**config.mk**
```make
export PLATFORM = sky130hd
export DESIGN_NAME = spcc_top
export DESIGN_NICKNAME = d
export VERILOG_FILES = /design/src/verilog/spcc_pkg.sv /design/src/verilog/spcc_top.sv
export SDC_FILE = /design/constraint.sdc
export NUM_CORES = 1
export LEC_CHECK = 0
export ABC_AREA = 1
export ABC_CLOCK_PERIOD_IN_PS = 2500
export BUFFER_PORTS_ARGS = -buffer_cell sky130_fd_sc_hd__buf_2
export CORE_UTILIZATION = 61
export DETAILED_ROUTE_END_ITERATION = 10
export PLACE_DENSITY = 0.78
export SLEW_MARGIN = 40
export SYNTH_ARGS = -nofsm -noshare
export SYNTH_HDL_FRONTEND = slang
export SYNTH_SLANG_ARGS = --single-unit
```
**constraint.sdc**
```tcl
create_clock -name core_clk -period 2.5 [get_ports core_clk]
set_input_delay 0.625 -clock core_clk [delete_from_list [all_inputs] [get_ports core_clk]]
set_output_delay 0.625 -clock core_clk [all_outputs]
set_load 0.1 [all_outputs]
```
**src/verilog/spcc_pkg.sv**
```systemverilog
// constants for the switch port control and buffer-two read block
//------------------------------------------------------------------
// Operation
// [RL1] address 7 read pops next buffer-two word
// [RL2] port n at serial n, cpu 2n
// [RL3] bit 0 clear enables flow control
// [RL4] bit 1 selects half duplex, default full
// [RL5] bit 2 selects 10 Mbps, default 100
// [RL6] bits 4:3 at 00 enable auto-negotiation
// [RL7] bit 5 stops pause transmit, keeps receive
// [RL8] spanning state drops, learns or forwards
// [RL9] cpu port non-mii: bits 5:0 reserved
// [RL10] host keeps cpu duplex bit cleared
// [RL11] cpu bit 3 brings mii port up
// [RL12] host writes cpu bit 4 as one
// [RL13] command bit 2 releases buffer two
// [RL14] interrupt bit 2 flags buffer two data
// [RL15] reserved bits read zero, writes ignored
//------------------------------------------------------------------
package spcc_pkg;
    // direct host addresses
    localparam logic [2:0] SPCC_A_IDX_LO = 3'h0;
    localparam logic [2:0] SPCC_A_IDX_HI = 3'h1;
    localparam logic [2:0] SPCC_A_DATA = 3'h2;
    localparam logic [2:0] SPCC_A_CMD = 3'h4;
    localparam logic [2:0] SPCC_A_IRQ = 3'h5;
    localparam logic [2:0] SPCC_A_BUF2 = 3'h7;
    // port control register offset and layout
    localparam logic [15:0] SPCC_PORT_CTRL_ONE_OFS = 16'h0000;
    localparam logic [7:0] SPCC_PORT_RST = 8'hc0;
    localparam int SPCC_B_FC = 0;
    localparam int SPCC_B_DUP = 1;
    localparam int SPCC_B_SPD = 2;
    localparam int SPCC_B_UP = 3;
    localparam int SPCC_B_AN_LO = 3;
    localparam int SPCC_B_AN_HI = 4;
    localparam int SPCC_B_ASYM = 5;
    localparam int SPCC_B_SS_LO = 6;
    localparam int SPCC_B_SS_HI = 7;
    localparam int SPCC_B_REL = 2;
    localparam int SPCC_B_IRQ2 = 2;
    localparam logic [7:0] SPCC_CPU_RSVD_MASK = 8'hc0;
    localparam logic [7:0] SPCC_ALL_MASK = 8'hff;
    localparam logic [1:0] SPCC_AN_ON = 2'b00;
    localparam logic [1:0] SPCC_SS_LEARN = 2'b10;
    localparam logic [1:0] SPCC_SS_FWD = 2'b11;
    // host access mode strap codes
    localparam logic [1:0] SPCC_MODE_PAR8 = 2'h0;
    localparam logic [1:0] SPCC_MODE_PAR16 = 2'h1;
    localparam logic [1:0] SPCC_MODE_SER = 2'h2;
    localparam logic [1:0] SPCC_MODE_SER_MII = 2'h3;
endpackage

```
**src/verilog/spcc_top.sv**
```systemverilog
// port control registers and buffer-two host read path
`timescale 1ns/1ps
module spcc_top
    import spcc_pkg::*;
#(
    parameter int NUM_PORTS = 10,
    parameter int CPU_PORT = 8,
    parameter int BUF2_DEPTH = 16
) (
    input wire logic core_clk,
    input wire logic rst_n,
    input wire logic [1:0] host_mode,
    input wire logic [2:0] host_addr,
    input wire logic host_wr,
    input wire logic host_rd,
    input wire logic [15:0] host_wdata,
    output logic [15:0] host_rdata,
    output logic host_rvalid,
    input wire logic [7:0] i2c_addr,
    input wire logic i2c_wr,
    input wire logic i2c_rd,
    input wire logic [7:0] i2c_wdata,
    output logic [7:0] i2c_rdata,
    output logic i2c_rvalid,
    input wire logic buf2_in_valid,
    input wire logic [15:0] buf2_in_data,
    input wire logic buf2_in_last,
    output logic buf2_in_ready,
    output logic [NUM_PORTS-1:0] fc_enable,
    output logic [NUM_PORTS-1:0] half_duplex,
    output logic [NUM_PORTS-1:0] speed_10,
    output logic [NUM_PORTS-1:0] autoneg_en,
    output logic [NUM_PORTS-1:0] pause_tx_en,
    output logic [NUM_PORTS-1:0] pause_rx_en,
    output logic [NUM_PORTS-1:0] stp_forward,
    output logic [NUM_PORTS-1:0] stp_learn,
    output logic mii_port_up
);
    //------------------------------------------------------------------
    // sizes and elaboration checks
    //------------------------------------------------------------------
    localparam int PW = $clog2(BUF2_DEPTH) + 1; // pointer with wrap bit
    localparam int AW = $clog2(BUF2_DEPTH); // memory index width

    // refuse sizes the decoders and pointers cannot serve, at elaboration
    if (NUM_PORTS < 1 || NUM_PORTS > 128 || CPU_PORT < 0 || CPU_PORT >= NUM_PORTS) begin : g_bad_ports
        $error("spcc_top: port count or cpu port out of range");
    end
    if (BUF2_DEPTH < 2 || (BUF2_DEPTH & (BUF2_DEPTH - 1)) != 0) begin : g_bad_depth
        $error("spcc_top: buffer depth must be a power of two");
    end

    // whole block state, registered in one place
    typedef struct packed {
        logic [1:0] mode_meta; // first strap stage, read by mode_sync only
        logic [1:0] mode_sync; // settled host mode
        logic [NUM_PORTS-1:0][7:0] port; // first control register per port
        logic [15:0] index; // indirect address
        logic [BUF2_DEPTH-1:0][15:0] mem; // buffer-two words
        logic [PW-1:0] wptr;
        logic [PW-1:0] rptr;
        logic done; // whole frame held, host may read
        logic [15:0] rdata;
        logic rvalid;
        logic [7:0] i2c_rdata;
        logic i2c_rvalid;
        logic [NUM_PORTS-1:0] fc;
        logic [NUM_PORTS-1:0] half;
        logic [NUM_PORTS-1:0] spd10;
        logic [NUM_PORTS-1:0] an;
        logic [NUM_PORTS-1:0] ptx;
        logic [NUM_PORTS-1:0] prx;
        logic [NUM_PORTS-1:0] fwd;
        logic [NUM_PORTS-1:0] lrn;
        logic mii_up;
    } spcc_state_t;

    spcc_state_t s_reg;
    spcc_state_t s_next;

    //------------------------------------------------------------------
    // helpers for the host and serial access paths
    //------------------------------------------------------------------
    // writable bits of a port register; cpu port outside mii keeps only ss
    function automatic logic [7:0] wmask(input int p, input logic mii);
        if (p == CPU_PORT && !mii) begin
            wmask = SPCC_CPU_RSVD_MASK; // RL9 RL15
        end else begin
            wmask = SPCC_ALL_MASK;
        end
    endfunction

    // cpu indirect address to port, -1 when no port register there
    function automatic int cpu_port_of(input logic [15:0] a);
        logic [15:0] rel;
        rel = a - SPCC_PORT_CTRL_ONE_OFS;
        if (!rel[0] && rel[15:1] < 15'(NUM_PORTS)) begin
            cpu_port_of = int'(rel[15:1]); // RL2
        end else begin
            cpu_port_of = -1;
        end
    endfunction

    // serial-bus address to port
    function automatic int ser_port_of(input logic [7:0] a);
        if (a < 8'(NUM_PORTS)) begin
            ser_port_of = int'(a); // RL2
        end else begin
            ser_port_of = -1;
        end
    endfunction

    //------------------------------------------------------------------
    // next-state logic
    //------------------------------------------------------------------
    logic mii; // cpu port in serial plus mii mode
    logic empty;
    logic full;
    logic push;
    logic pop;
    int hp; // port addressed by host indirect access
    int sp; // port addressed by serial bus

    assign mii = (s_reg.mode_sync == SPCC_MODE_SER_MII);
    assign empty = (s_reg.wptr == s_reg.rptr);
    assign full = (s_reg.wptr[AW-1:0] == s_reg.rptr[AW-1:0]) && !empty;
    // filling stalls while a whole frame waits for the host
    assign buf2_in_ready = !full && !s_reg.done;
    assign push = buf2_in_valid && buf2_in_ready;
    assign pop = host_rd && host_addr == SPCC_A_BUF2 && !empty;
    assign hp = cpu_port_of(s_reg.index);
    assign sp = ser_port_of(i2c_addr);

    always_comb begin
        logic [7:0] r;
        r = 8'h00;
        s_next = s_reg;
        s_next.mode_meta = host_mode;
        s_next.mode_sync = s_reg.mode_meta;
        s_next.rvalid = 1'b0;
        s_next.i2c_rvalid = 1'b0;
        // serial-bus path; host path below wins on a same-port clash
        if (i2c_wr && sp >= 0) begin
            s_next.port[sp] = i2c_wdata & wmask(sp, mii); // RL2
        end
        if (i2c_rd) begin
            s_next.i2c_rvalid = 1'b1;
            s_next.i2c_rdata = (sp >= 0) ? s_reg.port[sp] : 8'h00;
        end
        // host direct register writes
        if (host_wr) begin
            if (host_addr == SPCC_A_IDX_LO) begin
                if (s_reg.mode_sync == SPCC_MODE_PAR8) begin
                    s_next.index[7:0] = host_wdata[7:0];
                end else begin
                    s_next.index = host_wdata;
                end
            end else if (host_addr == SPCC_A_IDX_HI) begin
                // upper index byte only matters in 8-bit mode
                if (s_reg.mode_sync == SPCC_MODE_PAR8) begin
                    s_next.index[15:8] = host_wdata[7:0];
                end
            end else if (host_addr == SPCC_A_DATA) begin
                if (hp >= 0) begin
                    s_next.port[hp] = host_wdata[7:0] & wmask(hp, mii); // RL2 RL15
                end
            end else if (host_addr == SPCC_A_CMD) begin
                // release is one-shot: nothing is stored, so it self-clears
                if (host_wdata[SPCC_B_REL] && s_reg.done) begin
                    s_next.done = 1'b0; // RL13
                    s_next.rptr = '0;
                    s_next.wptr = '0;
                end
            end
        end
        // host direct register reads, answered one cycle later
        if (host_rd) begin
            s_next.rvalid = 1'b1;
            s_next.rdata = 16'h0000;
            if (host_addr == SPCC_A_DATA) begin
                s_next.rdata = {8'h00, (hp >= 0) ? s_reg.port[hp] : 8'h00};
            end else if (host_addr == SPCC_A_CMD) begin
                s_next.rdata[SPCC_B_REL] = s_reg.done; // RL13
            end else if (host_addr == SPCC_A_IRQ) begin
                s_next.rdata[SPCC_B_IRQ2] = s_reg.done; // RL14
            end else if (host_addr == SPCC_A_BUF2) begin
                // each read hands out the next word; empty reads give zero
                if (!empty) begin
                    s_next.rdata = s_reg.mem[s_reg.rptr[AW-1:0]]; // RL1
                end
            end
        end
        if (pop) begin
            s_next.rptr = s_reg.rptr + PW'(1); // RL1
        end
        // switch side fills buffer two
        if (push) begin
            s_next.mem[s_reg.wptr[AW-1:0]] = buf2_in_data;
            s_next.wptr = s_reg.wptr + PW'(1);
            if (buf2_in_last) begin
                s_next.done = 1'b1; // RL14
            end
        end
        // leaving mii mode drops the cpu bits that become reserved
        s_next.port[CPU_PORT] = s_next.port[CPU_PORT] & wmask(CPU_PORT, mii); // RL9
        // decoded port controls
        for (int i = 0; i < NUM_PORTS; i++) begin
            r = s_next.port[i];
            s_next.fc[i] = !r[SPCC_B_FC]; // RL3
            s_next.half[i] = r[SPCC_B_DUP]; // RL4
            s_next.spd10[i] = r[SPCC_B_SPD]; // RL5
            s_next.an[i] = (r[SPCC_B_AN_HI:SPCC_B_AN_LO] == SPCC_AN_ON); // RL6
            s_next.prx[i] = s_next.fc[i]; // RL7
            s_next.ptx[i] = s_next.fc[i] && !r[SPCC_B_ASYM]; // RL7
            s_next.fwd[i] = (r[SPCC_B_SS_HI:SPCC_B_SS_LO] == SPCC_SS_FWD); // RL8
            s_next.lrn[i] = r[SPCC_B_SS_HI]; // RL8
        end
        // cpu port: link settings count only while the mii port is up
        r = s_next.port[CPU_PORT];
        s_next.mii_up = mii && r[SPCC_B_UP]; // RL11
        s_next.an[CPU_PORT] = 1'b0;
        if (!s_next.mii_up) begin
            s_next.fc[CPU_PORT] = 1'b0; // RL9 RL11
            s_next.half[CPU_PORT] = 1'b0;
            s_next.spd10[CPU_PORT] = 1'b0;
            s_next.ptx[CPU_PORT] = 1'b0;
            s_next.prx[CPU_PORT] = 1'b0;
        end
    end

    //------------------------------------------------------------------
    // state register, synchronous reset
    //------------------------------------------------------------------
    always_ff @(posedge core_clk) begin
        if (!rst_n) begin
            s_reg <= '0;
            for (int i = 0; i < NUM_PORTS; i++) begin
                s_reg.port[i] <= SPCC_PORT_RST; // RL3 RL4 RL5 RL6 RL7 RL8
                s_reg.fc[i] <= 1'b1;
                s_reg.prx[i] <= 1'b1;
                s_reg.ptx[i] <= 1'b1;
                s_reg.an[i] <= 1'b1;
                s_reg.fwd[i] <= 1'b1;
                s_reg.lrn[i] <= 1'b1;
            end
            // cpu port starts down until mii mode and a set bit 3 bring it up
            s_reg.fc[CPU_PORT] <= 1'b0;
            s_reg.prx[CPU_PORT] <= 1'b0;
            s_reg.ptx[CPU_PORT] <= 1'b0;
            s_reg.an[CPU_PORT] <= 1'b0;
        end else begin
            s_reg <= s_next;
        end
    end

    //------------------------------------------------------------------
    // outputs
    //------------------------------------------------------------------
    assign host_rdata = s_reg.rdata;
    assign host_rvalid = s_reg.rvalid;
    assign i2c_rdata = s_reg.i2c_rdata;
    assign i2c_rvalid = s_reg.i2c_rvalid;
    assign fc_enable = s_reg.fc;
    assign half_duplex = s_reg.half;
    assign speed_10 = s_reg.spd10;
    assign autoneg_en = s_reg.an;
    assign pause_tx_en = s_reg.ptx;
    assign pause_rx_en = s_reg.prx;
    assign stp_forward = s_reg.fwd;
    assign stp_learn = s_reg.lrn;
    assign mii_port_up = s_reg.mii_up;

    localparam int MP = 1; // mac port watched by checks, the one the scenarios exercise
endmodule // spcc_top

```
==> run summary <==
The number of enable-type register cells in the synthesized netlist was 0; the number of global-route vias before repair was 20700. The multi-input combinational cells in the finished layout cover a total of 10200 um2. Once layout is complete, the utilization of the core stands at 69.4%.

After clock tree synthesis, the clock-pin slew on the worst setup and hold paths is 0.07 ns. The run finished with clean final reports. The largest individual stage delay along the critical path comes from the cell sky130_fd_sc_hd__dfxtp_2.

The worst-case IR drop observed on VDD is 0.733 mV. In this run switching power makes up 27.8% of total power. The vias after detailed routing was 22800; the portion of total power attributed to combinational logic was 11.4%. STA classifies the critical path endpoint as an output port.

In the layout the commonest cells are sky130_fd_sc_hd__nor2_1 (669), sky130_fd_sc_hd__nand2_1 (667), sky130_fd_sc_hd__dfxtp_1 (428). TritonCTS built the clock tree. The count of H-tree levels built during CTS came out at 2. The internal power of the cells totals 11300 uW. Mean instance size in the synthesized netlist: 6.48 um2. Clock tree synthesis inserted a total of 45 buffers. The violation count after the first detailed-routing iteration is 3007, and the clock sink total is 434. Global routing used 40.7% of the available tracks. The number of setup violations in the final report was 0. The clock network accounts for 43.3% of the total power. For this configuration, the core starts out at a cell density of 62.6%. The mux contribution to synthesized area is 0%.

The filler cells instantiated in the layout total 3035. The transition time at the pin with the least slew margin is 0.653 ns. At the later pin of the worst-skew pair, clock insertion delay measures 0.60 ns.

In the routed design, unresolved DRC markers number 0. The count of nets left with antenna violations once routing finished came out at 0. For the count of pins over their slew limit, the log shows 0.

The most common cell after layout, fill and taps aside is sky130_fd_sc_hd__nor2_1. The worst path in the final design needs a cycle of 2.45 ns, including I/O delays and setup. The die is 191 um tall. The adder-cell share of the synthesized area is 0.286%, and the power density over the cells is 644 nW/um2. The post-synthesis compound-gate area fraction is 14.5%.

The distinct cell type count after synthesis was 38; the I/O pin count was 169. The count of buffers added on input and output ports is 167. The via density per instance is 5.88.

The number of flip-flops in the largest register came out at 356. For the final hold violation count, the log shows 0. The floorplan has 68 rows. The first global-routing pass estimated 115000 um of wire. Data on the critical path is required at its endpoint by 1.88 ns. The pre-antenna-repair detailed-routing pass consisted of 6 iterations. The number of max-capacitance violations reported is 0.

For the headroom to the max-slew limit, the log shows 56.5%. Of all cell types, the one taking the most synthesized area is sky130_fd_sc_hd__dfxtp_1. The tree is rooted in a sky130_fd_sc_hd__clkbuf_16. The footprint of the flip-flops and latches came out at 8700 um2. For this design the total switching power over the nets is 4340 uW. The width of the die was 191 um; the largest fanout of any net on the critical path was 8.

Summing the sequential cell areas from Yosys gives 39.8% of the chip area. The cell count after synthesis came out at 3370. The synthesized netlist occupies a cell area of 21800 um2. Clock skew on the completed layout was measured at 0.0287 ns.

Fraction of registers with async set or reset after synthesis: 0%. The number of buffers between clock root and the deepest sink is 3. In the post-synthesis netlist, the biggest area contributors are sky130_fd_sc_hd__dfxtp_1 (40%), sky130_fd_sc_hd__nor2_1 (12%), sky130_fd_sc_hd__nand2_1 (11%). At the end of routability-driven placement, the weighted congestion stood at 0.999. Startpoint type of the worst setup path: a register. The analysis attributes to cell leakage a power of 0.0115 uW.

The number of antenna violations at the first check in global routing came out at 0. Summing the areas of all and, or, nand and nor instances in the mapped netlist gives 31.6% of the synthesized area. Timing would allow up to 408 MHz. In this run the biggest area consumer among cell types represents 39.8% of the synthesized area.

The final clock period utilization by the worst path came out at 98.1%. The dominant combinational cell family by area after synthesis is simple AND/OR/NAND/NOR gates. Registers are responsible for 45.3% of the overall power.

The synthesis-to-finish area growth is 10.8%, and the power after layout is 15600 uW. Entering global routing, the biggest net connects 133 pins. The average wire per cell in the routed design came out at 19.5 um.

Setup repair after global routing left no endpoint under its margin. For the wire length reported by the detailed router, the log shows 75300 um. For this run, the leading register cell type out of synthesis is sky130_fd_sc_hd__dfxtp_1. Placed wire-length estimate: 52000 um. The global route total overflow was 0. Type of the worst setup path: register to output port. The signal on the critical path passes through xor2_1 > nor2_1 > nand3b_1 > nand2_1 > inv_2 > buf_12.

Number of storage elements in the synthesis netlist: 434. Summing the areas of all xor and xnor instances in the mapped netlist gives 0.241% of the synthesized area. For the number of synthesis warnings, the log shows 0. The tools report the area of the placeable core as 34900 um2.

The largest single stage delay on the critical path is 0.42 ns. The die outline area came out at 36600 um2. At the worst endpoint, the arrival time is 1.83 ns. The min-delay analysis places its worst path in the category input port to register. The net count of the finished layout is 3444. For the number of antenna diodes, the log shows 0. The post-route netlist has 12.1% of its cells at a drive strength greater than 1. The net count of the mapped netlist is 3436.
worst paths after layout:
kind / depth (start not counted) / startpoint / slack (ns) / to
setup / recovery: 6 / s_reg[115]$_SDFFE_PN0P_ / 0.05 / buf2_in_ready
hold / removal: 3 / host_mode[1] / 0.22 / s_next[471]$_SDFF_PN0_
setup reg to reg: 11 / s_reg[115]$_SDFFE_PN0P_ / 0.10 / s_reg[333]$_SDFFE_PN0P_
hold reg to reg: 2 / s_next[471]$_SDFF_PN0_ / 0.43 / s_reg[471]$_SDFF_PN0_
worst max-delay path: cells and delay by family (launching register included):
kind	cells	cell delay, ns
xor gates and xnor gates	1	0.17
buffers and inverters	2	0.36
DFF	1	0.42
and+or+nand+nor	3	0.26
synthesized netlist by cell type (3+ instances only):
cell                        number
sky130_fd_sc_hd__a21oi_1       131
sky130_fd_sc_hd__a31oi_1        20
sky130_fd_sc_hd__buf_1          46
sky130_fd_sc_hd__buf_2          39
sky130_fd_sc_hd__buf_4         109
sky130_fd_sc_hd__clkbuf_1      121
sky130_fd_sc_hd__clkinv_1        9
sky130_fd_sc_hd__dfxtp_1       434
sky130_fd_sc_hd__ha_1            5
sky130_fd_sc_hd__inv_1         324
sky130_fd_sc_hd__inv_2          19
sky130_fd_sc_hd__nand2_1       669
sky130_fd_sc_hd__nand2_2         6
sky130_fd_sc_hd__nand2_4         3
sky130_fd_sc_hd__nand3_1       261
sky130_fd_sc_hd__nand3_2         3
sky130_fd_sc_hd__nand3b_1        3
sky130_fd_sc_hd__nand4_1        32
sky130_fd_sc_hd__nor2_1        670
sky130_fd_sc_hd__nor2_2          7
sky130_fd_sc_hd__nor2_4          4
sky130_fd_sc_hd__nor3_1         15
sky130_fd_sc_hd__nor3_4          3
sky130_fd_sc_hd__o2111ai_1      44
sky130_fd_sc_hd__o211ai_1       35
sky130_fd_sc_hd__o21ai_0       338
sky130_fd_sc_hd__o22ai_1         3
sky130_fd_sc_hd__xor2_1          5
repair_timing:
action / 4_1_cts / 5_1_grt
endpoints found under the hold margin: 0 / 0
buffers inserted: 0 / 0
hold buffers: 0 / 0
gates cloned: 0 / 0
gates resized for setup: 2 / 9
endpoints found under the setup margin: 2 / 42
pin swaps: 0 / 1
routing by layer:
layer | global-route usage [%] | vias to the layer above | routed length (um)
li1 | - | 10600 | -
met1 | 57.2 | 10400 | 31400
met2 | 59.7 | 1498 | 31300
met3 | 9.84 | 187 | 10000
met4 | 15.5 | 0 | 2600
met5 | 0 | - | 0
cell type report:
type	count	share of cell area (%)
Multi-Input combinational cell	2269	42.3
Sequential cell	434	35.9
Timing Repair Buffer	276	7.86
Inverter	352	5.46
Clock buffer	63	5.43
Tap cell	455	2.35
Clock inverter	19	0.677
power groups by stage:
| stage | clock (uW) | sequential (uW) | combinational, uW |
|---|---|---|---|
| after floorplan | 0 | 7220 | 1070 |
| after global placement | 0 | 7220 | 1650 |
| after detailed placement | 0 | 7220 | 1680 |
| after CTS | 6750 | 7070 | 1690 |
| after global routing | 7030 | 7070 | 1870 |
| final | 6760 | 7070 | 1770 |
kinds of logic after synthesis:
logic type	after synthesis
AOI/OAI and AO/OA	575
xor gates and xnor gates	6
adders and majority gates	5
buffers and inverters	667
DFF	434
other	1
and+or+nand+nor	1682
through the flow:
step	instance area (um2)	TNS, ns	std cells	setup WS [ns]	hold WS (ns)
after floorplan	21800	0	3370	0.243	0.390
after global placement	22700	0	3785	0.0353	0.394
after detailed placement	22700	-0.0504	3786	-0.0337	0.417
after CTS	24200	0	3868	0.0269	0.209
after global routing	24200	0	3868	0.00537	0.227
final	24200	0	3868	0.0465	0.223
Note: power is estimated with default switching activity, not from simulation.
